**config.mk**
```make
export PLATFORM = sky130hd
export DESIGN_NAME = lp_dac_switch_and_ref_regs
export DESIGN_NICKNAME = d
export VERILOG_FILES = /design/src/common/lp_dac_regs_pkg.sv /design/src/lp_dac_switch_and_ref_regs.sv /design/src/ahb_reg_slave.sv
export SDC_FILE = /design/constraint.sdc
export NUM_CORES = 1
export LEC_CHECK = 0
export ABC_AREA = 1
export BUFFER_PORTS_ARGS = -buffer_cell sky130_fd_sc_hd__buf_2
export CAP_MARGIN = 20
export CORE_ASPECT_RATIO = 0.9
export CORE_MARGIN = 3
export CORE_UTILIZATION = 61
export CTS_BUF_LIST = sky130_fd_sc_hd__clkbuf_4 sky130_fd_sc_hd__clkbuf_8
export DETAILED_ROUTE_END_ITERATION = 8
export HOLD_SLACK_MARGIN = 0.15
export PLACE_DENSITY = 0.95
export SLEW_MARGIN = 0
export SYNTH_ARGS = -nofsm -noshare
export SYNTH_HDL_FRONTEND = slang
export SYNTH_HIERARCHICAL = 1
export SYNTH_SLANG_ARGS = --single-unit
```
**constraint.sdc**
```tcl
create_clock -name mclk -period 2.7 [get_ports mclk]
set_input_delay 0.135 -clock mclk [delete_from_list [all_inputs] [get_ports mclk]]
set_output_delay 0.135 -clock mclk [all_outputs]
set_load 0.02 [all_outputs]
```
**src/common/lp_dac_regs_pkg.sv**
```systemverilog
// Shared constants and carriers for the low power DAC switch and reference register bank.
// Assumes a 32-bit AHB-Lite fabric and word-aligned register addresses.
package lp_dac_regs_pkg;

   // ***************************************************************
   // Register byte addresses
   // ***************************************************************
   localparam logic [31:0] REF_CTRL_ADDR = 32'h0000_2050;   // lp_reference_power_control
   localparam logic [31:0] DAC_CODE_ADDR = 32'h0000_2120;   // lp_dac_output_code
   localparam logic [31:0] SW_CTRL_ADDR  = 32'h0000_2124;   // lp_dac_switch_control
   localparam logic [31:0] DAC_CFG_ADDR  = 32'h0000_2128;   // dac_configuration
   localparam logic [31:0] CM_MUX_ADDR   = 32'h0000_235C;   // common_mode_switch_select

   // ***************************************************************
   // Field positions and widths
   // ***************************************************************
   localparam int SW_VEC_W            = 5;    // Five output switches
   localparam int SW_OVERRIDE_BIT     = 5;    // switch_override
   localparam int SW_BIAS_AMP_BIT     = 4;    // bias_to_amp_input_close
   localparam int SW_BIAS_FILT_BIT    = 3;    // bias_to_filter_pin_close
   localparam int SW_ZERO_LP_BIT      = 2;    // zero_to_lp_tia_input_close
   localparam int SW_ZERO_FILT_BIT    = 1;    // zero_to_filter_pin_close
   localparam int SW_ZERO_HS_BIT      = 0;    // zero_to_hs_tia_input_close
   localparam int CODE6_LSB           = 12;   // dac_code_6bit
   localparam int CODE6_W             = 6;
   localparam int CODE12_LSB          = 0;    // dac_code_12bit
   localparam int CODE12_W            = 12;
   localparam int REF_BUF_PD_BIT      = 1;    // ref_buffer_power_down
   localparam int BANDGAP_PD_BIT      = 0;    // bandgap_power_down
   localparam int CM_EN_BIT           = 3;    // common_mode_switch_enable
   localparam int CFG_MODE_BIT        = 5;    // diagnostic_switch_mode
   localparam int CFG_PD_BIT          = 1;    // dac_power_down
   localparam int CFG_WREN_BIT        = 0;    // dac_write_enable

   // ***************************************************************
   // Writable masks and reset values
   // ***************************************************************
   localparam logic [31:0] SW_CTRL_MASK  = 32'h0000_003F;
   localparam logic [31:0] DAC_CODE_MASK = 32'h0003_FFFF;
   localparam logic [31:0] REF_CTRL_MASK = 32'h0000_0003;
   localparam logic [31:0] CM_MUX_MASK   = 32'h0000_000F;
   localparam logic [31:0] DAC_CFG_MASK  = 32'h0000_007F;
   localparam logic [31:0] SW_CTRL_RST   = 32'h0000_0000;
   localparam logic [31:0] DAC_CODE_RST  = 32'h0000_0000;
   localparam logic [31:0] REF_CTRL_RST  = 32'h0000_0000;
   localparam logic [31:0] CM_MUX_RST    = 32'h0000_0000;
   localparam logic [31:0] DAC_CFG_RST   = 32'h0000_0002;

   // Switch patterns used while the override is clear
   localparam logic [4:0]  SW_NORMAL_SET = 5'h0A;           // Both DACs to their filter pins
   localparam logic [4:0]  SW_DIAG_SET   = 5'h14;           // Both DACs straight to amp inputs

   // ***************************************************************
   // Carriers and states
   // ***************************************************************
   typedef struct packed {
      logic        en;
      logic [31:0] addr;
      logic [31:0] data;
   } reg_wr_t;

   typedef struct packed {
      logic        en;
      logic [31:0] addr;
   } reg_rd_t;

   typedef enum logic [1:0] {ST_IDLE, ST_WRITE, ST_RD_WAIT, ST_RD_DONE} ahb_state_t;

endpackage : lp_dac_regs_pkg

```
**src/lp_dac_switch_and_ref_regs.sv**
```systemverilog
// Register bank for the low power DAC switches, DAC codes and reference power-down bits.
// Assumes AHB-Lite access through ahb_reg_slave and a single 40 MHz system clock.
`timescale 1ns/1ps

// Operation
// - Override clear: switches follow configuration mode bit
// - Override set: switches follow low five bits
// - Bit 4 closes bias to amplifier input
// - Bit 3 connects bias to filter pin
// - Bit 2 connects zero to lp TIA
// - Bit 1 connects zero to filter pin
// - Bit 0 connects zero to HS TIA
// - Six-bit code held in bits 17:12
// - Twelve-bit code held in bits 11:0
// - Bit 1 powers down 2.5 V buffer
// - Bit 0 powers down bandgap reference
// - Bit 3 closes common-mode switches
// - Write enable clear: code ignored, zero
// - Configuration bit 5 selects normal/diagnostic
// - DAC power-down opens every output switch
module lp_dac_switch_and_ref_regs
   import lp_dac_regs_pkg::*;
(
   input  wire logic                   mclk,                        // 40 MHz system clock
   input  wire logic                   reset_n,                     // Async reset, active low
   input  wire logic                   hsel,                        // AHB slave select
   input  wire logic [31:0]            haddr,                       // AHB byte address
   input  wire logic [1:0]             htrans,                      // AHB transfer type
   input  wire logic                   hwrite,                      // AHB write
   input  wire logic [2:0]             hsize,                       // AHB size, word only
   input  wire logic [31:0]            hwdata,                      // AHB write data
   input  wire logic                   hready,                      // AHB bus ready
   output logic [31:0]                 hrdata,                      // AHB read data
   output logic                        hreadyout,                   // AHB slave ready
   output logic                        hresp,                       // AHB response
   output logic                        bias_to_amp_input_close,     // Bias straight to amp
   output logic                        bias_to_filter_pin_close,    // Bias to filter pin
   output logic                        zero_to_lp_tia_input_close,  // Zero level to lp TIA
   output logic                        zero_to_filter_pin_close,    // Zero level to filter pin
   output logic                        zero_to_hs_tia_input_close,  // Zero level to HS TIA
   output logic [5:0]                  dac_code_6bit,               // Six-bit DAC code
   output logic [11:0]                 dac_code_12bit,              // Twelve-bit DAC code
   output logic                        dac_power_down,              // DAC powered down
   output logic                        ref_buffer_power_down,       // 2.5 V buffer off
   output logic                        bandgap_power_down,          // Bandgap off
   output logic                        common_mode_switch_enable    // Common-mode switches
);
   import lp_dac_regs_pkg::*;

   // ***************************************************************
   // Declarations
   // ***************************************************************
   reg_wr_t       wr_req;
   reg_rd_t       rd_req;
   logic [31:0]   rd_data;
   logic [31:0]   sw_ctrl_ff;
   logic [31:0]   dac_code_ff;
   logic [31:0]   ref_ctrl_ff;
   logic [31:0]   cm_mux_ff;
   logic [31:0]   dac_cfg_ff;
   logic [31:0]   nxt_sw_ctrl;
   logic [31:0]   nxt_dac_code;
   logic [31:0]   nxt_ref_ctrl;
   logic [31:0]   nxt_cm_mux;
   logic [31:0]   nxt_dac_cfg;
   logic [4:0]    nxt_switch;
   logic [4:0]    switch_ff;
   logic [5:0]    code6_ff;
   logic [11:0]   code12_ff;
   logic          dac_pd_ff;
   logic          ref_buf_pd_ff;
   logic          bandgap_pd_ff;
   logic          cm_en_ff;
   logic          unused_size;

   // Only whole-word transfers are issued on this bus
   assign unused_size = ^hsize;

   // ***************************************************************
   // Bus front end
   // ***************************************************************
   ahb_reg_slave u_ahb_reg_slave (
      .mclk      (mclk),
      .reset_n   (reset_n),
      .hsel      (hsel),
      .haddr     (haddr),
      .htrans    (htrans),
      .hwrite    (hwrite),
      .hwdata    (hwdata),
      .hready    (hready),
      .hrdata    (hrdata),
      .hreadyout (hreadyout),
      .hresp     (hresp),
      .wr_req    (wr_req),
      .rd_req    (rd_req),
      .rd_data   (rd_data)
   );

   // ***************************************************************
   // Switch vector function
   // ***************************************************************
   // Power-down wins over everything, then override, then mode pattern
   function automatic logic [4:0] eff_switch(input logic [31:0] cfg, input logic [31:0] sw);
      logic [4:0] vec;
      vec = 5'h00;
      if (cfg[CFG_PD_BIT])
         vec = 5'h00;
      else if (sw[SW_OVERRIDE_BIT])
         vec = sw[SW_VEC_W-1:0];
      else if (cfg[CFG_MODE_BIT])
         vec = SW_DIAG_SET;
      else
         vec = SW_NORMAL_SET;
      return vec;
   endfunction : eff_switch

   // ***************************************************************
   // Next register values
   // ***************************************************************
   // Writes land in the data phase; unmapped addresses are simply dropped
   always_comb
   begin
      nxt_sw_ctrl  = sw_ctrl_ff;
      nxt_ref_ctrl = ref_ctrl_ff;
      nxt_cm_mux   = cm_mux_ff;
      nxt_dac_cfg  = dac_cfg_ff;
      nxt_dac_code = dac_code_ff;
      if (wr_req.en && wr_req.addr == SW_CTRL_ADDR)
         nxt_sw_ctrl = wr_req.data & SW_CTRL_MASK;
      if (wr_req.en && wr_req.addr == REF_CTRL_ADDR)
         nxt_ref_ctrl = wr_req.data & REF_CTRL_MASK;
      if (wr_req.en && wr_req.addr == CM_MUX_ADDR)
         nxt_cm_mux = wr_req.data & CM_MUX_MASK;
      if (wr_req.en && wr_req.addr == DAC_CFG_ADDR)
         nxt_dac_cfg = wr_req.data & DAC_CFG_MASK;
      if (wr_req.en && wr_req.addr == DAC_CODE_ADDR)
         nxt_dac_code = wr_req.data & DAC_CODE_MASK;
      if (!nxt_dac_cfg[CFG_WREN_BIT])
         nxt_dac_code = 32'h0000_0000;
      nxt_switch = eff_switch(nxt_dac_cfg, nxt_sw_ctrl);
   end

   // ***************************************************************
   // Register storage
   // ***************************************************************
   // Switch control word
   always_ff @(posedge mclk or negedge reset_n)
   begin
      if (!reset_n)
         sw_ctrl_ff <= SW_CTRL_RST;
      else
         sw_ctrl_ff <= nxt_sw_ctrl;
   end

   // DAC code word, cleared while writes are disabled
   always_ff @(posedge mclk or negedge reset_n)
   begin
      if (!reset_n)
         dac_code_ff <= DAC_CODE_RST;
      else
         dac_code_ff <= nxt_dac_code;
   end

   // Reference power control word
   always_ff @(posedge mclk or negedge reset_n)
   begin
      if (!reset_n)
         ref_ctrl_ff <= REF_CTRL_RST;
      else
         ref_ctrl_ff <= nxt_ref_ctrl;
   end

   // Common-mode mux word; low reserved bits are kept as written
   always_ff @(posedge mclk or negedge reset_n)
   begin
      if (!reset_n)
         cm_mux_ff <= CM_MUX_RST;
      else
         cm_mux_ff <= nxt_cm_mux;
   end

   // DAC configuration word; resets with the DAC powered down
   always_ff @(posedge mclk or negedge reset_n)
   begin
      if (!reset_n)
         dac_cfg_ff <= DAC_CFG_RST;
      else
         dac_cfg_ff <= nxt_dac_cfg;
   end

   // ***************************************************************
   // Output flops
   // ***************************************************************
   // Outputs follow the next values so a write shows at the same edge it is stored
   always_ff @(posedge mclk or negedge reset_n)
   begin
      if (!reset_n)
         switch_ff <= 5'h00;
      else
         switch_ff <= nxt_switch;
   end

   always_ff @(posedge mclk or negedge reset_n)
   begin
      if (!reset_n)
      begin
         code6_ff  <= 6'h00;
         code12_ff <= 12'h000;
      end
      else
      begin
         code6_ff  <= nxt_dac_code[CODE6_LSB +: CODE6_W];
         code12_ff <= nxt_dac_code[CODE12_LSB +: CODE12_W];
      end
   end

   // Power-down and common-mode enable flags; the DAC one starts set to match its reset value
   always_ff @(posedge mclk or negedge reset_n)
   begin
      if (!reset_n)
      begin
         dac_pd_ff     <= 1'b1;
         ref_buf_pd_ff <= 1'b0;
         bandgap_pd_ff <= 1'b0;
         cm_en_ff      <= 1'b0;
      end
      else
      begin
         dac_pd_ff     <= nxt_dac_cfg[CFG_PD_BIT];
         ref_buf_pd_ff <= nxt_ref_ctrl[REF_BUF_PD_BIT];
         bandgap_pd_ff <= nxt_ref_ctrl[BANDGAP_PD_BIT];
         cm_en_ff      <= nxt_cm_mux[CM_EN_BIT];
      end
   end

   assign bias_to_amp_input_close    = switch_ff[SW_BIAS_AMP_BIT];
   assign bias_to_filter_pin_close   = switch_ff[SW_BIAS_FILT_BIT];
   assign zero_to_lp_tia_input_close = switch_ff[SW_ZERO_LP_BIT];
   assign zero_to_filter_pin_close   = switch_ff[SW_ZERO_FILT_BIT];
   assign zero_to_hs_tia_input_close = switch_ff[SW_ZERO_HS_BIT];
   assign dac_code_6bit              = code6_ff;
   assign dac_code_12bit             = code12_ff;
   assign dac_power_down             = dac_pd_ff;
   assign ref_buffer_power_down      = ref_buf_pd_ff;
   assign bandgap_power_down         = bandgap_pd_ff;
   assign common_mode_switch_enable  = cm_en_ff;

   // ***************************************************************
   // Read mux
   // ***************************************************************
   // Stored words are already masked, so bits outside each mask read as zero; the common-mode word's low reserved bits read back as written
   always_comb
   begin
      rd_data = 32'h0000_0000;
      if (rd_req.en)
      begin
         case (rd_req.addr)
            SW_CTRL_ADDR:  rd_data = sw_ctrl_ff;
            DAC_CODE_ADDR: rd_data = dac_code_ff;
            REF_CTRL_ADDR: rd_data = ref_ctrl_ff;
            CM_MUX_ADDR:   rd_data = cm_mux_ff;
            DAC_CFG_ADDR:  rd_data = dac_cfg_ff;
            default:       rd_data = 32'h0000_0000;
         endcase
      end
   end
endmodule : lp_dac_switch_and_ref_regs

```
**src/ahb_reg_slave.sv**
```systemverilog
// AHB-Lite slave front end: turns bus transfers into register write and read requests.
// Assumes one master, single word transfers; answers are always OKAY.
`timescale 1ns/1ps
module ahb_reg_slave
   import lp_dac_regs_pkg::*;
(
   input  wire logic                         mclk,       // System clock
   input  wire logic                         reset_n,    // Async reset, active low
   input  wire logic                         hsel,       // Slave select
   input  wire logic [31:0]                  haddr,      // Byte address
   input  wire logic [1:0]                   htrans,     // Transfer type
   input  wire logic                         hwrite,     // Write when high
   input  wire logic [31:0]                  hwdata,     // Write data
   input  wire logic                         hready,     // Bus ready
   output logic [31:0]                       hrdata,     // Read data
   output logic                              hreadyout,  // Slave ready
   output logic                              hresp,      // Always OKAY
   output lp_dac_regs_pkg::reg_wr_t          wr_req,     // Write request
   output lp_dac_regs_pkg::reg_rd_t          rd_req,     // Read request
   input  wire logic [31:0]                  rd_data     // Read mux result
);
   import lp_dac_regs_pkg::*;

   ahb_state_t  state_ff;
   logic [31:0] addr_ff;
   logic [31:0] hrdata_ff;
   logic        hreadyout_ff;
   logic        hresp_ff;
   logic        accept;

   // ***************************************************************
   // Address phase capture
   // ***************************************************************
   assign accept = hsel && htrans[1] && hready;

   // Reads take one wait state so a write just ahead of them is already stored
   always_ff @(posedge mclk or negedge reset_n)
   begin
      if (!reset_n)
      begin
         state_ff     <= ST_IDLE;
         addr_ff      <= 32'h0000_0000;
         hreadyout_ff <= 1'b1;
      end
      else if (state_ff == ST_RD_WAIT)
      begin
         state_ff     <= ST_RD_DONE;
         hreadyout_ff <= 1'b1;
      end
      else if (accept)
      begin
         addr_ff      <= haddr;
         state_ff     <= hwrite ? ST_WRITE : ST_RD_WAIT;
         hreadyout_ff <= hwrite;
      end
      else
      begin
         state_ff     <= ST_IDLE;
         hreadyout_ff <= 1'b1;
      end
   end

   // Read data is loaded during the wait state
   always_ff @(posedge mclk or negedge reset_n)
   begin
      if (!reset_n)
         hrdata_ff <= 32'h0000_0000;
      else if (state_ff == ST_RD_WAIT)
         hrdata_ff <= rd_data;
   end

   // Error response is never used
   always_ff @(posedge mclk or negedge reset_n)
   begin
      if (!reset_n)
         hresp_ff <= 1'b0;
      else
         hresp_ff <= 1'b0;
   end

   // ***************************************************************
   // Requests toward the register bank
   // ***************************************************************
   assign wr_req.en   = (state_ff == ST_WRITE);
   assign wr_req.addr = addr_ff;
   assign wr_req.data = hwdata;
   assign rd_req.en   = (state_ff == ST_RD_WAIT);
   assign rd_req.addr = addr_ff;
   assign hrdata      = hrdata_ff;
   assign hreadyout   = hreadyout_ff;
   assign hresp       = hresp_ff;
endmodule : ahb_reg_slave

```
# ---- Word-level counts from Yosys, hierarchy flattened
# Index checks and enable logic that the tools add are counted.
# W data, S select, Z words.
dict set report op_classes {
  eq_ne 8
  n_bitwise 1
  n_reduce_logical 8
  mux 14
}
# operator n
set ops {}
lappend ops {{$eq A32 B14 Y1 const B} 5}
lappend ops {{$pmux W32 S5} 1}
lappend ops {{$mux W32} 2}
lappend ops {{$mux W5} 3}
lappend ops {{$mux W6} 2}
lappend ops {{$mux W2} 4}
lappend ops {{$logic_and A1 B1 Y1} 7}
lappend ops {{$eq A2 B1 Y1 const B} 1}
lappend ops {{$eq A2 B2 Y1 const B} 1}
lappend ops {{$mux W1} 2}
lappend ops {{$ne A2 B1 Y1 const B} 1}
lappend ops {{$reduce_and A2 Y1} 1}
lappend ops {{$not A1 Y1} 1}
dict set report word_totals {
  wordCells 49
  reg_bits 144
  input_bits 74
  out_inout_bits 61
}

# ---- Longest topological paths before layout
dict set report logic_depth {
  depth_word 6
  ltp_mapped 13
  ltp_nobuf 11
}

# ---- By module
# The synthesis kept the hierarchy.
# mod n_inst cells_each seq_area_each_um2 area_per_inst_um2
set by_module_without_submodules {}
lappend by_module_without_submodules {ahb_reg_slave 1 354 1677.9 3151.8}
lappend by_module_without_submodules {lp_dac_switch_and_ref_regs 1 430 1052.3 2974.1}

# ---- Worst setup path before layout
# No wires, ideal clock.
dict set report synth_timing {
  path_type {register to register}
  from {register u_ahb_reg_slave.addr_ff[23]}
  to {register code12_ff[5], in the netlist dac_code_12bit[5]}
  setup_time_ps 111
  stages_incl_launch_ff 12
  path_buffers 2
  t_arrival_ps 1522
  required_ps 2589
  period_less_slack_ps 1633
  slack_ps 1067
  cell_sequence {dfrtp_1 buf_4 nor2_1 nand2_1 nor2_1 nand2_2 nor2_4 nand3_4 and2_4 buf_12 nand2_2 inv_2}
}
dict set report synth_between {
  elab_chain_cells 4
  elab_cells_between_ends 7
  cone_classes {eq/ne: 2; mux: 3; reduce/logical: 2}
}
# element line_no
set synth_lines {}
lappend synth_lines {{start, declared} ahb_reg_slave.sv:25} ;# logic [31:0] addr_ff;
lappend synth_lines {{start signal, assigned} ahb_reg_slave.sv:52} ;# addr_ff <= haddr;
lappend synth_lines {{$eq A32 B14 Y1} lp_dac_switch_and_ref_regs.sv:134} ;# if (wr_req.en && wr_req.addr == DAC_CFG_ADDR)
lappend synth_lines {{$logic_and A1 B1 Y1} lp_dac_switch_and_ref_regs.sv:134}
lappend synth_lines {{$mux W6} lp_dac_switch_and_ref_regs.sv:134}
lappend synth_lines {{via nxt_dac_cfg[0]} lp_dac_switch_and_ref_regs.sv:65} ;# logic [31:0] nxt_dac_cfg;
lappend synth_lines {{$mux W32} lp_dac_switch_and_ref_regs.sv:138} ;# if (!nxt_dac_cfg[CFG_WREN_BIT])
lappend synth_lines {{end signal, assigned} lp_dac_switch_and_ref_regs.sv:213} ;# code12_ff <= nxt_dac_code[CODE12_LSB +: CODE12_W];
lappend synth_lines {{end, declared} lp_dac_switch_and_ref_regs.sv:69} ;# logic [11:0] code12_ff;
# The timed path passes the listed nets, and every way through them passes these cells. The select of a mux whose other input is x is not followed.
# A chain may end at the register's enable or synchronous reset.

# ---- Final worst setup path
dict set report layout_timing {
  from {register u_ahb_reg_slave.state_ff[1]}
  to {register u_ahb_reg_slave.state_ff[1]}
}
dict set report layout_between {
  elab_chain_cells 2
}
# element line_no
set layout_lines {}
lappend layout_lines {{start, declared} ahb_reg_slave.sv:24} ;# ahb_state_t state_ff;
lappend layout_lines {{start signal, assigned} ahb_reg_slave.sv:53} ;# state_ff <= hwrite ? ST_WRITE : ST_RD_WAIT;
lappend layout_lines {{$eq A2 B2 Y1} ahb_reg_slave.sv:45} ;# else if (state_ff == ST_RD_WAIT)
lappend layout_lines {{$mux W2} ahb_reg_slave.sv:45}
# No other way between the ends.

==> results.ini <==
[power]
p_leak_nw=3.928
power_w=0.004335
ir_drop_mv=0.5405
power_density_nw_per_um2=618.7

[global_route]
grt_pass1_vias=5079
grt_overflow=0
grt_usage_pct=26.81
antenna_found_initial=0
grt_pass1_wl_mm=24.27
grt_max_degree=65

[clocking]
numCtsBuffers=9
ctsRootBufferMaster=clkbuf_8
postCtsSetupBuffers=0
htree_levels=3
clockBufferDepth=2
clock_latency_ns=0.39
cts_tree=yes
cts.clk_slew.worst_paths_ns=0.10
numClockSinks=109

[logic_synthesis]
synth_area_sq_um=6021
yosysWarnings=6
postSynthCellCount=770
avgSynthCellArea_sq_um=7.819

[floorplan]
io_pins=135
start_util_pct=64.24
rows=33
die_y_um=100.3
core_sq_um=9373
die_x_um=110.7
die_area_sq_um=11100

[worst_setup_path]
cp-end-kind=flop
slowest_delay_ns=0.56
crit_fanout=47
cp.required_ns=2.97
critical_path.slowest_cell=dlygate4sd3_1
cp.arrival_ns=2.27
critPathLaunchType=flop
cp_cell_sequence=nand2_4, buf_4, o21ai_0, dlygate4sd3_1
critPathBufInv=2
path_delay_family=buffers and inverters
path_class=reg2reg

[drt]
ant_nets=0
via_per_inst=5.218
via_count=5333
dr.pass1.iters=7
wl_per_cell_um=14.45
drt-initial-drc-count=475
routed_wl_mm=14.77
drc_errors=0

[timing]
clock_skew_ns=0.02290
rsz0062_at_grt=no
finalSetupTns_ns=0
relSlewSlack_pct=55.88
tightest_slew_ns=0.6567
fin_crit_sh_pct=74.21
final_max_slew_viol_count=0
finalSetupViolations=0
min_period_ns=2.004
finalHoldViolations=0
fmax_mhz=499.1

[final_layout]
stdcell_count=1022
nets=969
antenna_cells=0
syn_to_final_growth_pct=16.38
drive_gt1_share_pct=24.89
fill_cells=633

[place]
dp_cells=950
io_buffers=115
hpwl_mm=9.335
gp_congestion=0.9202

[worst_hold_path]
hold_path_class=in2reg

[outcome]
status=completed

[run]
drv_cap=0

## per-stage QoR
step | hold WS [ns] | utilization, % | area, sq um | worst slack, ns
after floorplan | -0.1606 | - | 6070 | 1.067
after global placement | 0.1716 | 66.71 | 6252 | 0.8127
after detailed placement | 0.1737 | 66.71 | 6252 | 0.7937
after CTS | 0.1848 | 74.76 | 7007 | 0.6857
after global routing | 0.2221 | 74.76 | 7007 | 0.5304
final | 0.1901 | 74.76 | 7007 | 0.6963
## sequential cells by signal (all words and copies together) (netlist names)
| signal | cells |
|---|---|
| u_ahb_reg_slave/hrdata | 32 |
| sw_ctrl_ff | 6 |
| dac_cfg_ff | 7 |
| cm_mux_ff | 3 |
| u_ahb_reg_slave/addr_ff | 32 |
| common_mode_switch_enable | 1 |
| dac_code_12bit | 11 |
| u_ahb_reg_slave/state_ff | 2 |
| u_ahb_reg_slave/hreadyout | 1 |
| dac_code_ff | 2 |
| dac_code_6bit | 5 |
| ref_ctrl_ff | 2 |
| switch_ff | 5 |
## worst min-delay path: cells and delay by family
kind | cells | cell delay, ns
and+or+nand+nor | 2 | 0.20
buffers and inverters | 2 | 0.20
## per-layer routing
layer / up-vias / GRT usage [%] / wire length [um]
met5: - / 0 / 0
met4: 0 / 8.712 / 376
met3: 35 / 4.461 / 1128
met2: 273 / 44.12 / 6888
met1: 2464 / 36.77 / 6374
li1: 2561 / - / -
## timing repair
item | in CTS | in global routing
hold buffers | 56 | 0
endpoints found under the hold margin | 113 | 0
gates resized for setup | 0 | 0
endpoints found under the setup margin | 0 | 0
## area by class of cell
class                   instances  area (sq um)  share of cell area, %
inverters                      67         252.7                  3.607
well taps                     122         152.6                  2.179
clock inverters                 7         70.07                  1.000
clock buffers                   9         123.9                  1.768
multi-input cells             534          2504                  35.73
flip-flops and latches        109          2730                  38.96
repair buffers                174          1174                  16.75
## cell usage in the layout (no fill, tap or decap), drive strengths merged
cell type,count
nand2,307
buf,118
dfrtp,107
nor2,94
nand3,76
inv,68
dlygate4sd3,56
o21ai,23
conb,15
nand4,12
clkbuf,9
nor3,5
clkinv,5
dfstp,2
and2,1
and3,1
clkinvlp,1
## worst paths after layout
check	slack, ns	startpoint	cells past startpoint	end
min reg2reg	0.49	u_ahb_reg_slave/hrdata[5]$_DFFE_PN0P_	2	u_ahb_reg_slave/hrdata[5]$_DFFE_PN0P_
max reg2reg	0.70	u_ahb_reg_slave/state_ff[1]$_DFF_PN0_	4	u_ahb_reg_slave/state_ff[1]$_DFF_PN0_
min in group asynchronous	0.29	reset_n	2	u_ahb_reg_slave/hrdata[16]$_DFFE_PN0P_
max in group asynchronous	1.68	reset_n	3	ref_ctrl_ff[0]$_DFFE_PN0P_
max	0.70	u_ahb_reg_slave/state_ff[1]$_DFF_PN0_	4	u_ahb_reg_slave/state_ff[1]$_DFF_PN0_
min	0.19	hready	4	u_ahb_reg_slave/hreadyout$_DFF_PN1_
## report_power, final
| group | leakage [nW] | internal (W) | switching (W) | total, W |
|---|---|---|---|---|
| Sequential | 1.35 | 0.00188 | 0.000227 | 0.00211 |
| Clock | 0.0947 | 0.000358 | 0.000610 | 0.000968 |
| Combinational | 2.48 | 0.000414 | 0.000845 | 0.00126 |
No activity file was read; power rests on OpenSTA's default activity.
